$ cat config.mk
export PLATFORM = sky130hd
export DESIGN_NAME = record_header_builder
export DESIGN_NICKNAME = d
export VERILOG_FILES = /design/src/hdl/peak_fill_tracker.v /design/src/hdl/header_word_rom.v /design/src/hdl/record_header_builder.v
export VERILOG_INCLUDE_DIRS = /design/src /design/src/inc
export SDC_FILE = /design/constraint.sdc
export NUM_CORES = 1
export LEC_CHECK = 0
export ABC_CLOCK_PERIOD_IN_PS = 12800
export BUFFER_PORTS_ARGS = -buffer_cell sky130_fd_sc_hd__buf_2
export CAP_MARGIN = 20
export CORE_ASPECT_RATIO = 1.5
export CORE_UTILIZATION = 50
export DETAILED_ROUTE_END_ITERATION = 10
export PLACE_DENSITY = 0.81
export SLEW_MARGIN = 0
export SYNTH_ARGS = -nofsm -noshare
export SYNTH_HDL_FRONTEND = slang
export SYNTH_HIERARCHICAL = 1
export SYNTH_SLANG_ARGS = --single-unit
$ cat constraint.sdc
create_clock -name clk_in -period 12.8 [get_ports clk_in]
set_input_delay 1.28 -clock clk_in [delete_from_list [all_inputs] [get_ports clk_in]]
set_output_delay 1.28 -clock clk_in [all_outputs]
set_load 0.01 [all_outputs]
$ cat src/inc/hdr_defines.vh
// Constants for the record header builder: layout, status bit positions, register offsets
`ifndef HDR_DEFINES_VH
`define HDR_DEFINES_VH

// Header geometry
`define HDR_BYTES        6'd40
`define HDR_WORDS        4'd10
`define HDR_LAST_WORD    4'd9

// Status byte bit positions
`define ST_RANGE_BIT     7
`define ST_FILL_HI       6
`define ST_FILL_LO       4
`define ST_LOST_END      3
`define ST_LOST_MID      2
`define ST_LOST_START    1
`define ST_LOST_RECORD   0

// Fill level quantiser: eight steps of 12.5 percent
`define FILL_STEPS       4'd8

// Data format codes
`define FMT_16BIT        8'h00
`define FMT_32BIT        8'h01

// Register offsets on the plain register port
`define REG_USER_ID      4'h0
`define REG_SERIAL       4'h1
`define REG_CHANNEL      4'h2
`define REG_FORMAT       4'h3
`define REG_GP_WORD      4'h4
`define REG_RECORD_NUM   4'h5
`define REG_TS_RESETS    4'h6
`define REG_LAST_STATUS  4'h7
`define REG_HDR_COUNT    4'h8

// Reset values
`define USER_ID_RST      8'h00
`define SERIAL_RST       32'h00000000
`define CHANNEL_RST      8'h00
`define FORMAT_RST       8'h00
`define GP_WORD_RST      16'h0000

`endif

$ cat src/hdl/peak_fill_tracker.v
// Tracks the highest FIFO fill level seen during a record and quantises it
`timescale 1ns/100ps
`include "hdr_defines.vh"

module peak_fill_tracker #(
	parameter FILL_W = 16                        // Width of the fill level count
) (
	input  wire              clk_in,             // System clock
	input  wire              rstn_in,            // Asynchronous reset, active low
	input  wire              start_in,           // Record starts, restarts the peak
	input  wire [FILL_W-1:0] fill_in,            // Current fill level
	input  wire [FILL_W-1:0] depth_in,           // FIFO capacity
	output wire [2:0]        code_out            // Peak level in eighths
);

	reg  [FILL_W-1:0] peak_q;                     // Highest level in this record
	wire [FILL_W-1:0] peak_now;                   // Peak including this cycle
	wire [FILL_W+2:0] scaled;                     // Peak times eight
	reg  [2:0]        code;                       // Quantised code

	// Include the present sample so a peak in the last cycle is not missed
	assign peak_now = (fill_in > peak_q) ? fill_in : peak_q;
	assign scaled   = {peak_now, 3'b000};

	// Keep the running maximum; a new record starts from the current level
	always @(posedge clk_in or negedge rstn_in) begin
		if (!rstn_in) begin
			peak_q <= {FILL_W{1'b0}};
		end else if (start_in) begin
			peak_q <= fill_in;
		end else begin
			peak_q <= peak_now;
		end
	end

	// Largest k with peak*8 > k*depth, saturating at 7 (above 87.5 percent)
	always @* begin : quant
		integer k;
		code = 3'b000;
		for (k = 1; k < `FILL_STEPS; k = k + 1) begin
			if (scaled > depth_in * k) begin
				code = k[2:0];
			end
		end
	end

	assign code_out = code;

endmodule

$ cat src/hdl/header_word_rom.v
// Registered 10-word view of the 40-byte header image
`timescale 1ns/100ps
`include "hdr_defines.vh"

module header_word_rom (
	input  wire         clk_in,                  // System clock
	input  wire         rstn_in,                 // Asynchronous reset, active low
	input  wire [319:0] image_in,                // Header image, byte 0 in bits 7:0
	input  wire [3:0]   index_in,                // Word to read
	output reg  [31:0]  word_out                 // Registered word
);

	// Word select registered so the output comes straight from a flip-flop
	always @(posedge clk_in or negedge rstn_in) begin
		if (!rstn_in) begin
			word_out <= 32'h00000000;
		end else if (index_in <= `HDR_LAST_WORD) begin
			word_out <= image_in[index_in*32 +: 32];
		end else begin
			word_out <= 32'h00000000;                 // Out of range words read zero
		end
	end

endmodule

$ cat src/hdl/record_header_builder.v
// Record header builder: collects record metadata and streams a 40-byte header
//
// The implementer's own choices: the strobed register port and the placing of the registers.
`timescale 1ns/100ps
`include "hdr_defines.vh"

module record_header_builder #(
	parameter FILL_W = 16                            // Width of the FIFO fill count
) (
	input  wire              clk_in,                 // Acquisition clock, 200 MHz
	input  wire              rstn_in,                // Power-up reset, asynchronous, active low
	// Register port
	input  wire [3:0]        reg_addr_in,            // Register word index
	input  wire [31:0]       reg_wdata_in,           // Write data
	input  wire              reg_wr_in,              // Write strobe
	input  wire              reg_rd_in,              // Read strobe
	output reg  [31:0]       reg_rdata_out,          // Read data, one cycle after the strobe
	// Acquisition engine events
	input  wire              rec_start_in,           // Pulse: a record begins capture
	input  wire              rec_end_in,             // Pulse: record done, build header
	input  wire              range_in,               // Level: sample over/under range this cycle
	input  wire              lost_record_in,         // Pulse: record lost, header goes out alone
	input  wire              lost_start_in,          // Pulse: start of record dropped
	input  wire              lost_mid_in,            // Pulse: body section dropped
	input  wire              lost_end_in,            // Pulse: end of record dropped
	input  wire [FILL_W-1:0] fifo_fill_in,           // Current FIFO fill
	input  wire [FILL_W-1:0] fifo_depth_in,          // FIFO capacity
	input  wire [31:0]       sample_period_in,       // Signed sample period, 25 ps units
	input  wire [63:0]       trigger_time_in,        // Trigger time, 25 ps units
	input  wire [63:0]       record_start_in,        // Signed trigger-to-start offset, 25 ps units
	input  wire [31:0]       record_length_in,       // Samples in the record
	input  wire              ts_reset_in,            // Pulse: timestamp counter was reset
	// Header stream
	output reg  [31:0]       hdr_data_out,           // Header word, bytes little-endian
	output reg               hdr_valid_out,          // Header word valid
	output reg               hdr_last_out,           // Last of the ten words
	input  wire              hdr_ready_in,           // Downstream accepts the word
	output wire              busy_out                // Header still being sent
);

	// Sender states; a header leaves word by word through load and send
	localparam ST_IDLE = 2'b00;                      // Waiting for record end
	localparam ST_LOAD = 2'b01;                      // Word fetch in progress
	localparam ST_SEND = 2'b10;                      // Word presented downstream

	// Software settings
	reg  [7:0]   user_id_q;                          // Unit tag
	reg  [31:0]  serial_q;                           // Numeric serial number
	reg  [7:0]   channel_q;                          // Source channel code
	reg  [7:0]   format_q;                           // Sample format code
	reg  [15:0]  gp_word_q;                          // General purpose word

	// Record bookkeeping
	reg  [31:0]  record_num_q;                       // Records since power-up
	reg  [15:0]  ts_resets_q;                        // Timestamp reset count
	reg          range_q;                            // Sticky range flag for this record
	reg  [3:0]   lost_q;                             // Sticky lost-data flags
	reg  [31:0]  hdr_count_q;                        // Headers fully sent
	reg  [7:0]   last_status_q;                      // Status of the latest header

	// Frozen header image and sender
	reg  [319:0] image_q;                            // Latched 40-byte header
	reg  [1:0]   state_q;                            // Sender state
	reg  [3:0]   word_idx_q;                         // Next word to fetch
	wire [31:0]  rom_word;                           // Registered image word

	// Combinational helpers around the status and format bytes
	wire [2:0]   fill_code;                          // Quantised peak fill
	wire [7:0]   status_byte;                        // Assembled status byte
	wire [3:0]   lost_now;                           // Lost flags incl. this cycle
	wire         range_now;                          // Range flag incl. this cycle
	wire [7:0]   fmt_legal;                          // Format limited to known codes

	// Peak fill over the record, quantised to eighths of the FIFO.
	// Restarted by record start, so each record reports its own peak.
	peak_fill_tracker #(
		.FILL_W   (FILL_W)
	) u_fill (
		.clk_in   (clk_in),
		.rstn_in  (rstn_in),
		.start_in (rec_start_in),
		.fill_in  (fifo_fill_in),
		.depth_in (fifo_depth_in),
		.code_out (fill_code)
	);

	// Word register between the frozen image and the stream output.
	// An index past the last word reads zero, harmless between headers.
	header_word_rom u_rom (
		.clk_in   (clk_in),
		.rstn_in  (rstn_in),
		.image_in (image_q),
		.index_in (word_idx_q),
		.word_out (rom_word)
	);

	// Events in the closing cycle still count, so the flags never miss them
	// Without this, a loss in the very cycle of record end would be cleared and reach no header
	assign range_now = range_q | range_in;
	assign lost_now  = lost_q | {lost_end_in, lost_mid_in, lost_start_in, lost_record_in};

	// Status byte: range, peak fill, lost flags in their documented bits
	// Bit order from the top: range, fill code, end, middle, start, whole record
	assign status_byte = {range_now,
	                      fill_code,
	                      lost_now[`ST_LOST_END - `ST_LOST_RECORD],
	                      lost_now[`ST_LOST_MID - `ST_LOST_RECORD],
	                      lost_now[`ST_LOST_START - `ST_LOST_RECORD],
	                      lost_now[`ST_LOST_RECORD]};

	// Only the two defined codes are sent; anything else falls back to 16-bit
	// The raw code stays in its register so software reads back what it wrote
	assign fmt_legal = (format_q == `FMT_32BIT) ? `FMT_32BIT : `FMT_16BIT;

	// Register writes; settings hold until software changes them
	// The bus master never raises both strobes, so writes and reads stay apart
	always @(posedge clk_in or negedge rstn_in) begin
		if (!rstn_in) begin
			// Settings start at zero; software programs them before arming
			user_id_q <= `USER_ID_RST;
			serial_q  <= `SERIAL_RST;
			channel_q <= `CHANNEL_RST;
			format_q  <= `FORMAT_RST;
			gp_word_q <= `GP_WORD_RST;
		end else if (reg_wr_in) begin
			case (reg_addr_in)
				`REG_USER_ID: begin
					user_id_q <= reg_wdata_in[7:0];
				end
				`REG_SERIAL: begin
					serial_q <= reg_wdata_in;
				end
				`REG_CHANNEL: begin
					channel_q <= reg_wdata_in[7:0];
				end
				`REG_FORMAT: begin
					// Kept raw; only a legal code reaches the header
					format_q <= reg_wdata_in[7:0];
				end
				`REG_GP_WORD: begin
					// Copied unchanged into bytes 36-37 of every header
					gp_word_q <= reg_wdata_in[15:0];
				end
				`REG_RECORD_NUM, `REG_TS_RESETS, `REG_LAST_STATUS, `REG_HDR_COUNT: begin
					// Read-only: software cannot disturb the counters
				end
				default: begin
					// Unmapped address: write ignored
				end
			endcase
		end
	end

	// Register reads; data stands in the cycle after the strobe only
	// Reads have no side effects, so software may poll any register freely
	always @(posedge clk_in or negedge rstn_in) begin
		if (!rstn_in) begin
			reg_rdata_out <= 32'h00000000;
		end else if (reg_rd_in) begin
			case (reg_addr_in)
				`REG_USER_ID: begin
					reg_rdata_out <= {24'h000000, user_id_q};
				end
				`REG_SERIAL: begin
					reg_rdata_out <= serial_q;
				end
				`REG_CHANNEL: begin
					reg_rdata_out <= {24'h000000, channel_q};
				end
				`REG_FORMAT: begin
					reg_rdata_out <= {24'h000000, format_q};
				end
				`REG_GP_WORD: begin
					reg_rdata_out <= {16'h0000, gp_word_q};
				end
				`REG_RECORD_NUM: begin
					reg_rdata_out <= record_num_q;
				end
				`REG_TS_RESETS: begin
					reg_rdata_out <= {16'h0000, ts_resets_q};
				end
				`REG_LAST_STATUS: begin
					reg_rdata_out <= {24'h000000, last_status_q};
				end
				`REG_HDR_COUNT: begin
					reg_rdata_out <= hdr_count_q;
				end
				default: begin
					reg_rdata_out <= 32'h00000000;      // Unmapped reads zero
				end
			endcase
		end else begin
			// No strobe: data returns to zero so a stale word is never taken twice
			reg_rdata_out <= 32'h00000000;
		end
	end

	// Record counter; only power-up clears it, re-arming leaves it running.
	// It moves at record start, so a header knows its number while capture runs.
	always @(posedge clk_in or negedge rstn_in) begin
		if (!rstn_in) begin
			record_num_q <= 32'h00000000;
		end else if (rec_start_in) begin
			record_num_q <= record_num_q + 32'h00000001; // Natural wrap to zero
		end
	end

	// Timestamp reset count; sixteen bits, wraps without a flag
	always @(posedge clk_in or negedge rstn_in) begin
		if (!rstn_in) begin
			ts_resets_q <= 16'h0000;
		end else if (ts_reset_in) begin
			ts_resets_q <= ts_resets_q + 16'h0001;
		end
	end

	// Sticky per-record flags: cleared at record start, but an event in that
	// same cycle still sets them, so a loss at the boundary is not dropped.
	// A record end that the sender refuses still clears them: space records.
	always @(posedge clk_in or negedge rstn_in) begin
		if (!rstn_in) begin
			range_q <= 1'b0;
			lost_q  <= 4'h0;
		end else if (rec_start_in) begin
			// Restart, keeping events of this very cycle (set wins)
			range_q <= range_in;
			lost_q  <= {lost_end_in, lost_mid_in, lost_start_in, lost_record_in};
		end else if (rec_end_in) begin
			// Flags went into the image at this edge unless busy; start afresh
			range_q <= 1'b0;
			lost_q  <= 4'h0;
		end else begin
			// Accumulate over the record body
			range_q <= range_now;
			lost_q  <= lost_now;
		end
	end

	// Freeze the whole header at record end: fields in order, little-endian.
	// Record number in the header is the counter value before this record's start.
	// A record end while busy leaves the previous image untouched.
	always @(posedge clk_in or negedge rstn_in) begin
		if (!rstn_in) begin
			// Power-up image is all zero; the stream never sends it
			image_q       <= 320'h0;
			last_status_q <= 8'h00;
		end else if (rec_end_in && state_q == ST_IDLE) begin
			image_q <= {ts_resets_q,                    // Bytes 38-39
			            gp_word_q,                      // Bytes 36-37
			            record_length_in,               // Bytes 32-35
			            record_start_in,                // Bytes 24-31
			            trigger_time_in,                // Bytes 16-23
			            sample_period_in,               // Bytes 12-15
			            record_num_q - 32'h00000001,    // Bytes 8-11
			            serial_q,                       // Bytes 4-7
			            fmt_legal,                      // Byte 3
			            channel_q,                      // Byte 2
			            user_id_q,                      // Byte 1
			            status_byte};                   // Byte 0
			// Status also kept for software to read
			last_status_q <= status_byte;
		end
	end

	// Sender: fetch a word, present it, wait for ready, ten words per header.
	// A record end while busy is ignored; the engine must space records.
	// Timing: record end at edge 0, first valid stands from edge 3; after each
	// accepted word valid stays low two cycles while the next word is fetched.
	always @(posedge clk_in or negedge rstn_in) begin
		if (!rstn_in) begin
			// Stream outputs start low so no false word follows reset
			state_q       <= ST_IDLE;
			word_idx_q    <= 4'h0;
			hdr_data_out  <= 32'h00000000;
			hdr_valid_out <= 1'b0;
			hdr_last_out  <= 1'b0;
			hdr_count_q   <= 32'h00000000;
		end else begin
			case (state_q)
				ST_IDLE: begin
					// The image freezes at this same edge, so fetching starts at once
					if (rec_end_in) begin
						word_idx_q <= 4'h0;
						state_q    <= ST_LOAD;
					end
				end
				ST_LOAD: begin
					// Image latched or word accepted, wait one cycle for the word register
					// Valid is already low here; the assignment keeps the stream quiet
					word_idx_q <= word_idx_q + 4'h1;
					state_q    <= ST_SEND;
					hdr_valid_out <= 1'b0;
				end
				ST_SEND: begin
					if (!hdr_valid_out) begin
						// Present the word fetched in the load cycle
						hdr_data_out  <= rom_word;
						hdr_valid_out <= 1'b1;
						hdr_last_out  <= (word_idx_q == `HDR_WORDS);
					end else if (hdr_ready_in) begin
						// Accepted: finish the header or fetch the next word
						hdr_valid_out <= 1'b0;
						hdr_last_out  <= 1'b0;
						if (hdr_last_out) begin
							// Whole header delivered: count it for software
							hdr_count_q <= hdr_count_q + 32'h00000001;
							state_q     <= ST_IDLE;
						end else begin
							// More words to go
							state_q <= ST_LOAD;
						end
					end
				end
				default: begin
					// Unused code: back to idle rather than hang
					state_q <= ST_IDLE;
				end
			endcase
		end
	end

	// Busy covers load and send, so the engine can hold back its next record end
	assign busy_out = (state_q != ST_IDLE);

endmodule

==> summary.md <==
| Metric | Value |
|---|---|
| Smallest setup slack after layout | `7.18 ns` |
| Hold endpoint | `image_q[131]` |
| Source-to-sink clock delay at the later pin of the worst-skew pair | `roughly 0.64 ns` |
| Fillers | `about 5400` |
| Number of different library cells in the post-synthesis netlist | `83` |
| Startpoint of the worst hold path | `image_q[131]` |
| Reported leakage power | `around 18 nW` |
| Run status | `completed` |
| Wire length of the first global-routing pass | `149000 um` |
| DR vias | `around 26000` |
| Congestion Overflow GR | `0` |
| Logic pwr share | `0.381` |
| Power share of the clock group | `0.232` |
| Placed Area | `about 34000 um2` |
| Fraction of layout cells with a size suffix above 1 | `0.202` |
| Final total power | `about 7.7 mW` |
| Number of warnings issued by yosys | `6` |
| Switching power summed over all nets | `~3 mW` |
| Hold Violations, Final | `0` |
| Total clock buffers created by CTS | `57` |
| Post-CTS Repair Setup Buffers | `0` |
| Pre-CTS setup slack | `~6.6 ns` |
| Initial antenna violation count | `27` |
| Sequential element share of the synthesized area | `0.460` |
| Final min period | `approximately 5.6 ns` |
| R2R depth | `19` |
| Crit end category | `flip-flop` |
| Post-route cell area | `~36000 um2` |
| Crit path DAT | `about 6.1 ns` |
| CTS tree | `done` |
| Global router's overall resource usage | `0.296` |
| Share of Yosys cell area claimed by the top area cell type | `0.460` |
| Crit Path Class | `in2reg` |
| Share of synthesized registers carrying an async set or reset | `1.00` |
| Start of the worst register-to-register path | `u_fill/peak_q[14]` |
| Port buffer count | `339` |
| I/O pin total | `between 300 and 400` |
| Wire length on met1 | `roughly 37000 um` |
| Final hold slack | `around 0.47 ns` |
| Die Footprint | `approximately 65000 um2` |
| Die Y | `~310 um` |
| Leading area contributor after synthesis | `sky130_fd_sc_hd__dfrtp_1` |
| Syn Inst Count | `between 3000 and 4000` |
| Total setup violations reported at the end of the flow | `0` |
| Crit share post-route | `0.439` |
| EDFF count, synth | `0` |
| Max-slew violations | `0` |
| Worst slew pin tran | `between 1 and 1.5 ns` |
| Highest net fanout along the worst path | `19` |
| CP Data Required Time | `~13 ns` |
| Top routing layer used | `met5` |
| Final total negative setup slack | `0 ns` |
| Clock edge transition at the registers on the reported setup and hold paths | `~0.06 ns` |
| Initial standard-cell utilization of the core | `0.506` |
| Final weighted congestion of routability-driven global placement | `about 0.96` |
| Post-detailed-routing wire length | `96700 um` |
| Fin nets | `between 4000 and 5000` |
| Predominant post-synthesis flop cell | `sky130_fd_sc_hd__dfrtp_1` |
| Chip Width | `approximately 210 um` |
| CTS hold repair buffers | `0` |
| Via density per instance | `5.91` |
| Normalized max-slew margin | `0.199` |
| 1st-iter DRT viols | `between 2000 and 2500` |
| Root buffer cell | `sky130_fd_sc_hd__clkbuf_16` |
| IR Drop Worst-Case VDD | `about 0.15 mV` |
| CTS H-Tree Depth | `2` |
| Std-Cell Rows | `roughly 110` |
| DRC viols | `0` |
| Cell internal pwr | `between 4 and 5 mW` |
| Total of flip-flops plus latches after synthesis | `just under 600` |
| Met2 routed WL | `about 47000 um` |
| Top achievable clock speed | `178 MHz` |
| Post-synth design cell area | `~32000 um2` |
| Switching share of total power | `0.381` |
| Total length of routed met3 wires | `6600 um` |
| Critical R2R Capture | `last_status_q[4]` |
| Flop-to-flop setup slack | `about 7.6 ns` |
| Sequential group share of total power | `0.387` |
| Pin count of the biggest net entering global routing | `239` |
| HPWL reported at the end of detailed placement | `around 70000 um` |
| CORE AREA | `between 60000 and 70000 um2` |
| Max Buffers Root-to-Sink | `3` |
| Power per unit of standard cell area | `between 200 and 250 nW/um2` |
| Clock skew | `just under 0.03 ns` |
| # Max-Cap Violations | `0` |
| Antenna Nets Post-Route | `0` |
| Layout overhead on the synthesized area | `13.5%` |
| Hold Path Depth | `2` |
| Average size of a mapped cell | `~10 um2` |
| Clock Sink Count | `approximately 600` |
| Unrepaired setup endpoints after global routing | `false` |
| Worst Hold Class | `reg2reg` |
| Startpoint kind of the worst setup timing path | `primary input` |
| Via count of the first global-routing pass | `between 20000 and 30000` |
| Post-CTS resize count | `0` |
| Largest cells by area after synthesis | `sky130_fd_sc_hd__dfrtp_1 (46%), sky130_fd_sc_hd__nand2_1 (11%), sky130_fd_sc_hd__ha_1 (7.6%), sky130_fd_sc_hd__mux2_2 (6.4%), sky130_fd_sc_hd__xnor2_1 (2.2%)` |
| Average detailed-routed wire length per instance | `around 22 um` |
| Length of the first detailed-routing pass in iterations | `6` |
## routing by layer
layer,GRT usage,vias to the layer above
met5,0,-
met4,0.161,34
met3,0.0549,264
met2,0.499,1083
met1,0.357,12700
li1,-,11900
## registers in the layout (all words and copies together) (netlist names), 2 cells and up
signal	flops
serial_q	32
u_rom/word_out	32
hdr_data_out	32
record_num_q	32
last_status_q	7
hdr_count_q	32
word_idx_q	4
lost_q	4
gp_word_q	16
format_q	8
reg_rdata_out	32
channel_q	8
user_id_q	8
u_fill/peak_q	16
state_q	2
ts_resets_q	16
image_q	306
## per-stage QoR
| step | instances | utilization |
|---|---|---|
| final | 4390 | 0.575 |
| after global routing | 4390 | 0.575 |
| after CTS | 4379 | 0.574 |
| after detailed placement | 4273 | 0.543 |
| after global placement | 4273 | 0.543 |
| after floorplan | 3270 | - |
## cell usage in the layout, fill, tap and decap left out, drive strengths merged, types with 12 or more instances in the layout
cell type	instances
nor2	101
mux2	188
nor4	24
or2	17
inv	72
clkinv	12
o22ai	34
fa	18
and3	15
buf	375
nand2b	13
a22oi	28
o21ai	69
o31ai	14
o32ai	32
clkbuf	87
or4	25
ha	194
mux4	32
nand3	61
nand2	958
xnor2	80
xor2	45
dfrtp	590
a21o	43
a21oi	68
nor3	35
nand4	58
mux2i	42
a31oi	36
nor2b	46
a222oi	18
## power by group through the flow
stage | Sequential (mW) | Clock, mW | Combinational (mW)
final | 2.97 | 1.78 | 2.93
after global routing | 3.04 | 1.87 | 3.21
after CTS | 2.96 | 1.80 | 2.92
after detailed placement | 2.99 | 0 | 2.89
after global placement | 2.96 | 0 | 2.81
after floorplan | 2.80 | 0 | 2.08
## critical path, stage by stage
cell	delay [ns]
sky130_fd_sc_hd__buf_2	0.12
sky130_fd_sc_hd__ha_1	0.33
sky130_fd_sc_hd__nand4_1	0.11
sky130_fd_sc_hd__or4_4	0.52
sky130_fd_sc_hd__o221a_4	0.28
sky130_fd_sc_hd__nor2_1	0.57
sky130_fd_sc_hd__buf_4	0.35
sky130_fd_sc_hd__mux2_1	0.52
sky130_fd_sc_hd__ha_1	0.38
sky130_fd_sc_hd__nor4b_1	0.15
sky130_fd_sc_hd__o21bai_1	0.14
sky130_fd_sc_hd__a21oi_1	0.09
sky130_fd_sc_hd__o311a_1	0.33
sky130_fd_sc_hd__o21ai_0	0.43
sky130_fd_sc_hd__o211ai_1	0.16
sky130_fd_sc_hd__a21oi_1	0.18
sky130_fd_sc_hd__nor3_2	0.06
sky130_fd_sc_hd__nand2_1	0.06
sky130_fd_sc_hd__nand2_1	0.06
## synthesized netlist by cell type (8+ instances only)
cell type and number:
sky130_fd_sc_hd__nand2_1 958, sky130_fd_sc_hd__clkbuf_1 132, sky130_fd_sc_hd__a21o_1 43, sky130_fd_sc_hd__o21a_1 9, sky130_fd_sc_hd__a31oi_1 36, sky130_fd_sc_hd__xnor2_1 80, sky130_fd_sc_hd__or3_1 9, sky130_fd_sc_hd__nand4_1 57
sky130_fd_sc_hd__nor4_1 24, sky130_fd_sc_hd__nor3_1 34, sky130_fd_sc_hd__nor2b_1 46, sky130_fd_sc_hd__nand2b_1 13, sky130_fd_sc_hd__o31ai_1 14, sky130_fd_sc_hd__a222oi_1 18, sky130_fd_sc_hd__xor2_1 45, sky130_fd_sc_hd__a21oi_1 68
sky130_fd_sc_hd__or2_2 17, sky130_fd_sc_hd__o22ai_1 34, sky130_fd_sc_hd__dfrtp_1 590, sky130_fd_sc_hd__and4_1 8, sky130_fd_sc_hd__mux2i_1 42, sky130_fd_sc_hd__mux2_2 182, sky130_fd_sc_hd__inv_1 71, sky130_fd_sc_hd__mux4_2 24
sky130_fd_sc_hd__a22oi_1 27, sky130_fd_sc_hd__buf_1 14, sky130_fd_sc_hd__nand3_1 61, sky130_fd_sc_hd__nor2_1 101, sky130_fd_sc_hd__buf_2 14, sky130_fd_sc_hd__and2_1 9, sky130_fd_sc_hd__o32ai_1 32, sky130_fd_sc_hd__and3_1 15
sky130_fd_sc_hd__mux4_1 8, sky130_fd_sc_hd__o21bai_1 9, sky130_fd_sc_hd__fa_1 18, sky130_fd_sc_hd__o21ai_0 65, sky130_fd_sc_hd__ha_1 194, sky130_fd_sc_hd__or4_1 21
## cell type report
cell class	count	area [um2]	area share
clock inverters	22	274	0.00753
clock buffers	84	1710	0.0469
well taps	805	1010	0.0277
flip-flops and latches	590	14800	0.406
repair buffers	378	2030	0.0557
multi-input cells	2432	16300	0.449
inverters	71	267	0.00732
diodes	8	20.0	0.000550
## cells by family (layout without fill, tap and decap cells)
family | count (synthesis) | after routing | share of synthesized area
buffers and inverters | 248 | 555 | 0.0332
multiplexers | 262 | 262 | 0.103
XOR/XNOR | 125 | 125 | 0.0341
other | 1 | 15 | 0.000117
AO/OA/AOI/OAI | 423 | 423 | 0.0910
adder cells (fa/ha/maj) | 212 | 212 | 0.0869
flip-flops | 590 | 590 | 0.460
AND/OR/NAND/NOR | 1403 | 1403 | 0.192
## worst max-delay path by stage
stage	from	end
3_3_place_gp	fifo_fill_in[14]	last_status_q[4]
5_1_grt	fifo_depth_in[2]	last_status_q[4]
4_1_cts	fifo_fill_in[14]	last_status_q[4]
2_1_floorplan	fifo_depth_in[0]	last_status_q[4]
3_5_place_dp	fifo_fill_in[14]	last_status_q[4]
6_report	fifo_fill_in[10]	last_status_q[4]
(Power assumes the default switching activity.)
